===== config.mk =====
export PLATFORM = sky130hd
export DESIGN_NAME = eea_access_ctrl
export DESIGN_NICKNAME = d
export VERILOG_FILES = /design/src/design/eea_pkg.sv /design/src/design/eea_access_ctrl.sv /design/src/design/eea_cycle_timer.sv /design/src/design/eea_sync2.sv
export SDC_FILE = /design/constraint.sdc
export NUM_CORES = 1
export LEC_CHECK = 0
export ABC_AREA = 0
export BUFFER_PORTS_ARGS = -buffer_cell sky130_fd_sc_hd__clkbuf_2
export CAP_MARGIN = 20
export CORE_MARGIN = 5
export CORE_UTILIZATION = 30
export CTS_CLUSTER_DIAMETER = 30
export DETAILED_ROUTE_END_ITERATION = 10
export MAX_ROUTING_LAYER = met4
export PLACE_DENSITY = 0.61
export SLEW_MARGIN = 20
export SYNTH_ARGS = -nofsm -noshare
export SYNTH_HDL_FRONTEND = slang
export SYNTH_SLANG_ARGS = --single-unit

===== constraint.sdc =====
create_clock -name CLK_SYS -period 5.6 [get_ports CLK_SYS]
set_input_delay 1.68 -clock CLK_SYS [delete_from_list [all_inputs] [get_ports CLK_SYS]]
set_output_delay 1.68 -clock CLK_SYS [all_outputs]
set_load 0.02 [all_outputs]

===== src/design/eea_pkg.sv =====
// constants shared by the data eeprom access controller
package eea_pkg;
  // i/o space offsets
  localparam logic [5:0] EEA_OFS_CONTROL   = 6'h1F;
  localparam logic [5:0] EEA_OFS_DATA      = 6'h20;
  localparam logic [5:0] EEA_OFS_ADDR_LOW  = 6'h21;
  localparam logic [5:0] EEA_OFS_ADDR_HIGH = 6'h22;
  // control field positions
  localparam int EEA_BIT_READ   = 0;
  localparam int EEA_BIT_WRITE  = 1;
  localparam int EEA_BIT_UNLOCK = 2;
  localparam int EEA_BIT_RIE    = 3;
  // address layout
  localparam int EEA_ADDR_W     = 11;
  localparam int EEA_ADDR_HI_W  = 3;
  localparam int EEA_ADDR_TOP   = 10;
  // reset values
  localparam logic [7:0] EEA_RST_BYTE = 8'h00;
  localparam logic [2:0] EEA_RST_HI   = 3'h0;
  // timing, in cpu clock cycles or oscillator ticks
  localparam int EEA_TMR_W          = 3;
  localparam int EEA_UNLOCK_CYCLES  = 4;
  localparam int EEA_WR_STALL       = 2;
  localparam int EEA_RD_STALL       = 4;
  localparam int EEA_WR_TMR_W       = 15;
  localparam int EEA_WRITE_RC_TICKS = 27072;
endpackage


===== src/design/eea_access_ctrl.sv =====
// data eeprom access controller: registers, unlock, timing, stall
// Notes on behaviour
// - unused address-high bits 7:3 and control bits 7:4 read as zero
// - eleven-bit address picks one byte linearly from zero
// - address bit 10 reaches the array only on the large variant
// - data byte feeds writes and receives read results
// - ready interrupt is a level while enabled, global enable set, not busy
// - write starts only if strobe set within four cycles of unlock
// - strobe without unlock is ignored
// - hardware clears unlock four cycles after software sets it
// - write strobe stays set while programming, cleared when time elapses
// - write start without the read strobe stalls the processor two cycles
// - read strobe loads data at once and stalls four cycles
// - during a write reads are refused and address writes ignored
// - write lasts 27072 ticks of the rc oscillator
// - write survives power-down; oscillator stays requested afterwards
// - a running write completes through a system reset
`timescale 1ns/1ns
module eea_access_ctrl
  import eea_pkg::*;
#(
  parameter bit LARGE_ARRAY    = 1'b1,
  parameter int WRITE_RC_TICKS = EEA_WRITE_RC_TICKS
) (
  // clock and resets
  input  wire logic                  CLK_SYS,
  input  wire logic                  RST,
  input  wire logic                  POR,
  input  wire logic                  CE,
  // processor i/o port
  input  wire logic [5:0]            IO_ADDR,
  input  wire logic                  IO_WE,
  input  wire logic                  IO_RE,
  input  wire logic [7:0]            IO_WDATA,
  output logic      [7:0]            IO_RDATA,
  output logic                       CPU_HALT,
  // processor status
  input  wire logic                  GLOBAL_IE,
  input  wire logic                  SLEEP_PWRDN,
  output logic                       READY_IRQ,
  // oscillator
  input  wire logic                  RC_TICK,
  output logic                       RC_OSC_HOLD,
  // eeprom array
  output logic      [EEA_ADDR_W-1:0] ARR_ADDR,
  output logic      [7:0]            ARR_WDATA,
  output logic                       ARR_WE,
  output logic                       ARR_PROG,
  input  wire logic [7:0]            ARR_RDATA
);
  localparam logic [EEA_TMR_W-1:0] UNLOCK_LOAD = EEA_TMR_W'(EEA_UNLOCK_CYCLES);
  localparam logic [EEA_TMR_W-1:0] WR_HALT     = EEA_TMR_W'(EEA_WR_STALL);
  localparam logic [EEA_TMR_W-1:0] RD_HALT     = EEA_TMR_W'(EEA_RD_STALL);
  localparam logic [EEA_WR_TMR_W-1:0] WR_LOAD  = EEA_WR_TMR_W'(WRITE_RC_TICKS);

  logic [7:0]               addr_low;
  logic [EEA_ADDR_HI_W-1:0] addr_high;
  logic [7:0]               data_byte;
  logic                     ready_interrupt_enable;
  logic                     read_strobe;
  logic                     unlock_busy;
  logic                     write_strobe_busy;
  logic                     halt_busy;
  logic                     rc_sync;
  logic                     rc_prev;
  logic                     rc_edge;
  logic                     wr_ctl;
  logic                     start_write;
  logic                     start_read;
  logic [EEA_TMR_W-1:0]     halt_load;

  // decoded accesses
  assign wr_ctl      = CE && IO_WE && (IO_ADDR == EEA_OFS_CONTROL);
  assign start_write = wr_ctl && IO_WDATA[EEA_BIT_WRITE] && unlock_busy
                       && !write_strobe_busy;
  assign start_read  = wr_ctl && IO_WDATA[EEA_BIT_READ] && !write_strobe_busy;
  assign halt_load   = start_read ? RD_HALT : WR_HALT;

  eea_cycle_timer #(.W(EEA_TMR_W)) u_unlock (
    .clk      (CLK_SYS),
    .clr      (RST),
    .ce       (CE),
    .load     (wr_ctl && IO_WDATA[EEA_BIT_UNLOCK]),
    .load_val (UNLOCK_LOAD),
    .step     (1'b1),
    .busy     (unlock_busy),
    .done     ()
  );

  eea_cycle_timer #(.W(EEA_TMR_W)) u_halt (
    .clk      (CLK_SYS),
    .clr      (RST),
    .ce       (CE),
    .load     (start_write || start_read),
    .load_val (halt_load),
    .step     (1'b1),
    .busy     (halt_busy),
    .done     ()
  );
  assign CPU_HALT = halt_busy;

  // oscillator tick synchroniser
  eea_sync2 u_rc_sync (
    .clk  (CLK_SYS),
    .rst  (POR),
    .ce   (CE),
    .din  (RC_TICK),
    .dout (rc_sync)
  );

  always_ff @(posedge CLK_SYS) begin
    if (POR) begin
      rc_prev <= 1'b0;
    end else if (CE) begin
      rc_prev <= rc_sync;
    end
  end
  assign rc_edge = rc_sync && !rc_prev;

  // write timer, cleared only by power-on
  eea_cycle_timer #(.W(EEA_WR_TMR_W)) u_write (
    .clk      (CLK_SYS),
    .clr      (POR),
    .ce       (CE),
    .load     (start_write),
    .load_val (WR_LOAD),
    .step     (rc_edge),
    .busy     (write_strobe_busy),
    .done     ()
  );

  always_ff @(posedge CLK_SYS) begin
    if (RST) begin
      addr_low  <= EEA_RST_BYTE;
      addr_high <= EEA_RST_HI;
    end else if (CE && IO_WE && !write_strobe_busy) begin
      if (IO_ADDR == EEA_OFS_ADDR_LOW) begin
        addr_low <= IO_WDATA;
      end
      if (IO_ADDR == EEA_OFS_ADDR_HIGH) begin
        addr_high <= IO_WDATA[EEA_ADDR_HI_W-1:0];
      end
    end
  end

  // data byte, loaded by a read
  always_ff @(posedge CLK_SYS) begin
    if (RST) begin
      data_byte <= EEA_RST_BYTE;
    end else if (CE) begin
      if (start_read) begin
        data_byte <= ARR_RDATA;
      end else if (IO_WE && (IO_ADDR == EEA_OFS_DATA)) begin
        data_byte <= IO_WDATA;
      end
    end
  end

  // control bits
  always_ff @(posedge CLK_SYS) begin
    if (RST) begin
      ready_interrupt_enable <= 1'b0;
      read_strobe            <= 1'b0;
    end else if (CE) begin
      if (wr_ctl) begin
        ready_interrupt_enable <= IO_WDATA[EEA_BIT_RIE];
      end
      read_strobe <= start_read;
    end
  end

  always_comb begin
    ARR_ADDR = {addr_high, addr_low};
    if (!LARGE_ARRAY) begin
      ARR_ADDR[EEA_ADDR_TOP] = 1'b0;
    end
  end

  // write data captured at start
  always_ff @(posedge CLK_SYS) begin
    if (POR) begin
      ARR_WDATA <= EEA_RST_BYTE;
      ARR_WE    <= 1'b0;
    end else if (CE) begin
      ARR_WE <= start_write;
      if (start_write) begin
        ARR_WDATA <= data_byte;
      end
    end
  end
  assign ARR_PROG = write_strobe_busy;

  assign READY_IRQ = ready_interrupt_enable && GLOBAL_IE && !write_strobe_busy;

  // oscillator kept running once a write met power-down
  always_ff @(posedge CLK_SYS) begin
    if (POR) begin
      RC_OSC_HOLD <= 1'b0;
    end else if (CE) begin
      RC_OSC_HOLD <= SLEEP_PWRDN && (RC_OSC_HOLD || write_strobe_busy);
    end
  end

  always_ff @(posedge CLK_SYS) begin
    if (RST) begin
      IO_RDATA <= EEA_RST_BYTE;
    end else if (CE && IO_RE) begin
      case (IO_ADDR)
        EEA_OFS_ADDR_LOW:  IO_RDATA <= addr_low;
        EEA_OFS_ADDR_HIGH: IO_RDATA <= {5'h00, addr_high};
        EEA_OFS_DATA:      IO_RDATA <= data_byte;
        EEA_OFS_CONTROL:   IO_RDATA <= {4'h0, ready_interrupt_enable, unlock_busy,
                                        write_strobe_busy, read_strobe};
        default:           IO_RDATA <= EEA_RST_BYTE;
      endcase
    end
  end
endmodule // eea_access_ctrl


===== src/design/eea_cycle_timer.sv =====
// loadable down counter with busy and done
`timescale 1ns/1ns
module eea_cycle_timer #(
  parameter int W = 3
) (
  // clock and reset
  input  wire logic         clk,
  input  wire logic         clr,
  input  wire logic         ce,
  // control
  input  wire logic         load,
  input  wire logic [W-1:0] load_val,
  input  wire logic         step,
  // status
  output logic              busy,
  output logic              done
);
  logic [W-1:0] count;

  always_ff @(posedge clk) begin
    if (clr) begin
      count <= '0;
    end else if (ce) begin
      if (load) begin
        count <= load_val;
      end else if (step && busy) begin
        count <= count - W'(1);
      end
    end
  end

  assign busy = (count != '0);
  assign done = ce && step && !load && (count == W'(1));
endmodule // eea_cycle_timer


===== src/design/eea_sync2.sv =====
// two flip-flop synchroniser for one level
`timescale 1ns/1ns
module eea_sync2 (
  // clock and reset
  input  wire logic clk,
  input  wire logic rst,
  input  wire logic ce,
  // level
  input  wire logic din,
  output logic      dout
);
  logic meta;

  always_ff @(posedge clk) begin
    if (rst) begin
      meta <= 1'b0;
      dout <= 1'b0;
    end else if (ce) begin
      meta <= din;
      dout <= meta;
    end
  end
endmodule // eea_sync2


Word level (Yosys, flattened, before mapping)
Index checks and enable logic that the tools add are counted.
{"block": "word_totals", "regBits": 63}
{"block": "op_classes", "mux": 10, "reduce_logical": 35, "add_sub_neg": 3, "eq_ne": 4}
{"op": "$pmux 8 s4", "count": 1}
{"op": "$mux 15", "count": 2}
{"op": "$eq 6x6->1 const B", "count": 3}
{"op": "$logic_and 1x1->1", "count": 16}
{"op": "$mux 8", "count": 2}
{"op": "$reduce_and 2->1", "count": 8}
{"op": "$mux 3", "count": 5}
{"op": "$reduce_bool 15->1", "count": 1}
{"op": "$sub 15x1->15 const B", "count": 1}
{"op": "$reduce_bool 2->1", "count": 4}
{"op": "$eq 6x5->1 const B", "count": 1}
{"op": "$reduce_bool 3->1", "count": 2}
{"op": "$sub 3x1->3 const B", "count": 2}
{"op": "$logic_not 1->1", "count": 2}
{"op": "$logic_or 1x1->1", "count": 2}

Longest topological paths before layout
{"block": "depth", "ltp_word": 8, "ltp_mapped": 9}

Cells and area by module
Synthesis repeated with hierarchy kept, for this count alone.
{"block": "unflattened", "hier_cells": 406, "area_unflattened_um2": 3372.0}
{"mod": "eea_access_ctrl", "area_per_inst_um2": 1794.2, "cells_per_inst": 200, "instances": 1}
{"mod": "eea_cycle_timer (u_write)", "area_per_inst_um2": 1024.7, "cells_per_inst": 140, "instances": 1}
{"mod": "eea_cycle_timer (u_halt ...)", "area_per_inst_um2": 242.7, "cells_per_inst": 30, "instances": 2}
{"mod": "eea_sync2", "area_per_inst_um2": 67.6, "cells_per_inst": 6, "instances": 1}

Least setup slack after synthesis
OpenSTA, ideal clock, no wires.
{"block": "synth_timing", "path_kind": "input port to output port", "from": "input GLOBAL_IE", "to": "output READY_IRQ", "required_ns": 3.920, "n_path_buf": 0, "setup_slack_ns": 1.994, "path_stages": 1, "t_arrival_ns": 1.926, "cell_sequence": "and3_1"}
{"block": "synth_via", "elab_chain_len": 2}
{"element": "start, declared", "line_no": "eea_access_ctrl.sv:38", "text": "input wire logic GLOBAL_IE,"}
{"element": "$logic_and 1x1->1 (2 in series)", "line_no": "eea_access_ctrl.sv:193", "text": "assign READY_IRQ = ready_interrupt_enable && GLOBAL_IE && !write_strobe_busy;"}
{"element": "end, declared", "line_no": "eea_access_ctrl.sv:40", "text": "output logic READY_IRQ,"}
Every way passes these cells.

Worst setup path after layout
{"block": "layout_timing", "from": "register u_write.count[2]", "to": "output ARR_PROG"}
{"block": "layout_via", "elab_chain_len": 1}
{"element": "start, declared", "line_no": "eea_cycle_timer.sv:18", "text": "logic [W-1:0] count;"}
{"element": "start signal, assigned", "line_no": "eea_cycle_timer.sv:25", "text": "count <= load_val;"}
{"element": "start signal, assigned", "line_no": "eea_cycle_timer.sv:27", "text": "count <= count - W'(1);"}
{"element": "$reduce_bool 15->1", "line_no": "eea_cycle_timer.sv:32", "text": "assign busy = (count != '0);"}
{"element": "end, declared", "line_no": "eea_access_ctrl.sv:48", "text": "output logic ARR_PROG,"}
Every way passes these cells.

==> flow_summary.toml <==
[setup_path]
cp.arrival_ps = 2130
startpoint_type = "flip-flop"
critPathCaptureType = "primary output"
r2r_slack_ps = 3030
r2r_cells = 7
path_buf_inv = 3
crit_end = "ARR_PROG"
crit_path_max_incr_delay_ps = 580
crit_family = "simple AND/OR/NAND/NOR gates"
timing.rr.end = "u_halt.count[0]$_SDFFE_PP0P_"
r2r-start = "u_write.count[2]$_SDFFE_PP0P_"
worst-path-max-fanout = 13
cp.depth = 5
cp_slowest_cell = "or4_4"
worstPathCellList = "or4_4 > nor4_4 > buf_4 > inv_2 > clkbuf_2"
crit_required_ps = 3920
cp-startpoint = "u_write.count[2]$_SDFFE_PP0P_"
criticalPathCategory = "flip-flop to primary output"

[cts]
clk_pin_slew_ps = 70
clockBufferDepth = 2
h-tree-depth = 3
clk_latency_ps = 340
clock-root-buffer = "clkbuf_8"
holdBufCountCts = 0
ctsResizeCount = 0
cts_setup_buffers = 0
cts_tree = "built"
cts.sinks = 63
numCtsBuffers = 9

[floorplanning]
die_height_um = 109
io_pins = 63
start_util = 0.306
fp.coreArea_um2 = 9680
num_rows = 36
die_x_um = 109
die_area_um2 = 11900

[place]
place_congestion = 0.859
port_buffers = 62
dpl.hpwl_um = 5780

[synth]
syn-num-nets = 383
synth_xor_area_frac = 0.0237
synthFlopType = "dfxtp_1"
synth_edf_count = 0
synthMuxAreaShare = 0.0681
synth_cell_types = 52
synth_compound_area_frac = 0.156
yosys_warnings = 0
netlist_instances = 346
synth_simple_gate_area_frac = 0.254
synthAdderAreaFrac = 0.0254
synth_seq_cells = 63
avgSynthCellArea_um2 = 8.55
yosysSeqAreaShare = 0.426
synth_top_family_by_area = "simple AND/OR/NAND/NOR gates"
async_flop_share = 0
synth_area_um2 = 2960

[job]
maxCapViolCount = 0

[timing]
slew_viol_final = 0
setup_viol = 0
rsz0062_at_grt = "no"
hold_viol = 0
period_minus_slack_ps = 3810
slew_headroom = 0.468
clock_skew_ps = 11.8
worst_pin_slew_ps = 792
finalSetupTns_ps = 0
fmaxAchievable_mhz = 263
min_period_over_period = 0.680
whs_ps = 452

[cells_and_area]
seqCellArea_um2 = 1260
n_antenna_cell = 0
final_net_count = 436
drive_gt1_frac = 0.218
layout_commonest_cell = "dfxtp_1"
layout_common_cells = "63 x dfxtp_1, 62 x clkbuf_2, 47 x nand2_1, 42 x nor2_1, 22 x a21oi_1"
final.fill_count = 987
multi_input_area_um2 = 1560
area_growth_pct = 20.9

[global_routing]
track_usage = 0.139
grt_pass1_wl_um = 12800
grt_max_degree = 34
overflow = 0
grt_pass1_vias = 2555
antenna_found_initial = 0

[power_and_ir_drop]
irDropWorstVdd_mv = 0.149
cellPowerDensity_nw_per_um2 = 293
leakagePower_nw = 1.44

[routing]
via_per_inst = 4.94
wire_per_inst_um = 14.6
drtIter0Drc = 134
vias = 2654
drtPass1Iterations = 4
ant_nets = 0
wl_um = 7810
remaining_drc_errors = 0

[worst_hold_path]
hold_path.class = "flip-flop to flip-flop"

[run_status]
status = "finished clean"
[worst reg2reg max path, stage by stage, from the launching register on]
cell and delay (ps):
dfxtp_1 370, or4_4 580, nor4_4 250, buf_4 240, inv_2 150, o31a_1 360
or4_1 400, a21oi_1 130
[worst min-delay path by stage]
stage | startpoint | endpoint | slack [ps] | cells past startpoint
6_report | u_halt.count[1]$_SDFFE_PP0P_ | u_halt.count[1]$_SDFFE_PP0P_ | 450 | 2
5_1_grt | u_halt.count[1]$_SDFFE_PP0P_ | u_halt.count[1]$_SDFFE_PP0P_ | 470 | 2
4_1_cts | u_halt.count[1]$_SDFFE_PP0P_ | u_halt.count[1]$_SDFFE_PP0P_ | 450 | 2
3_5_place_dp | u_halt.count[1]$_SDFFE_PP0P_ | u_halt.count[1]$_SDFFE_PP0P_ | 450 | 2
3_3_place_gp | u_halt.count[1]$_SDFFE_PP0P_ | u_halt.count[1]$_SDFFE_PP0P_ | 440 | 2
2_1_floorplan | u_halt.count[1]$_SDFFE_PP0P_ | u_halt.count[1]$_SDFFE_PP0P_ | 430 | 2
[metrics by stage]
| stage | worst slack [ps] | utilization | cells | area, µm² | total power [mW] |
|---|---|---|---|---|---|
| global placement | 1780 | 0.346 | 521 | 3350 | 0.604 |
| floorplan | 1990 | - | 346 | 2960 | 0.568 |
| finish | 1790 | 0.370 | 537 | 3580 | 1.05 |
| detailed placement | 1690 | 0.346 | 521 | 3350 | 0.608 |
| CTS | 1790 | 0.370 | 537 | 3580 | 1.06 |
| global route | 1690 | 0.370 | 537 | 3580 | 1.10 |
[cells by family (layout without fill, tap and decap cells)]
| family | after synthesis | in the layout |
|---|---|---|
| AOI/OAI and AO/OA | 65 | 65 |
| xor gates and xnor gates | 8 | 8 |
| adders and majority gates | 6 | 6 |
| and+or+nand+nor | 150 | 150 |
| DFF | 63 | 63 |
| buffers and inverters | 34 | 92 |
| muxes | 20 | 20 |
[power breakdown]
| group | internal [mW] | switching (mW) |
|---|---|---|
| Combinational | 0.0513 | 0.0797 |
| Sequential | 0.460 | 0.00540 |
| Clock | 0.257 | 0.196 |
[cells in the mapped netlist, drive strengths merged (3+ instances only)]
cell type | number | share of area
or4 | 4 | 0.013
a22oi | 5 | 0.013
nor2 | 42 | 0.053
buf | 9 | 0.016
nand3 | 8 | 0.014
inv | 13 | 0.016
clkbuf | 12 | 0.015
xnor2 | 4 | 0.012
a311oi | 8 | 0.024
nand2 | 47 | 0.060
or3 | 3 | 0.0063
nor3 | 15 | 0.025
ha | 6 | 0.025
o21ai | 3 | 0.0051
mux2i | 19 | 0.064
nand2b | 6 | 0.013
xor2 | 4 | 0.012
nor2b | 3 | 0.0063
nor4 | 5 | 0.016
a22o | 8 | 0.024
a31oi | 3 | 0.0063
dfxtp | 63 | 0.43
and3 | 3 | 0.0063
a21oi | 22 | 0.037
[cell type report]
cell class | count | area share
multi-input combinational | 249 | 0.435
sequential | 63 | 0.352
timing repair buffer | 63 | 0.0888
tap | 133 | 0.0465
clock buffer | 9 | 0.0346
clock inverter | 7 | 0.0287
inverter | 13 | 0.0136
[metal layers]
metal	global-route usage	share of wire	up-vias
li1	-	-	1341
met1	0.175	0.45	1233
met2	0.221	0.48	74
met3	0.0388	0.063	6
met4	0.0338	0.0059	0
met5	-	0	-
[flip-flops by register name (all words and copies together) (netlist names), 3 cells and up]
register        count
ARR_WDATA           8
u_unlock.count      3
IO_RDATA            8
data_byte           8
addr_low            8
u_halt.count        3
u_write.count      15
addr_high           3
Note: power is estimated with default switching activity, not from simulation.
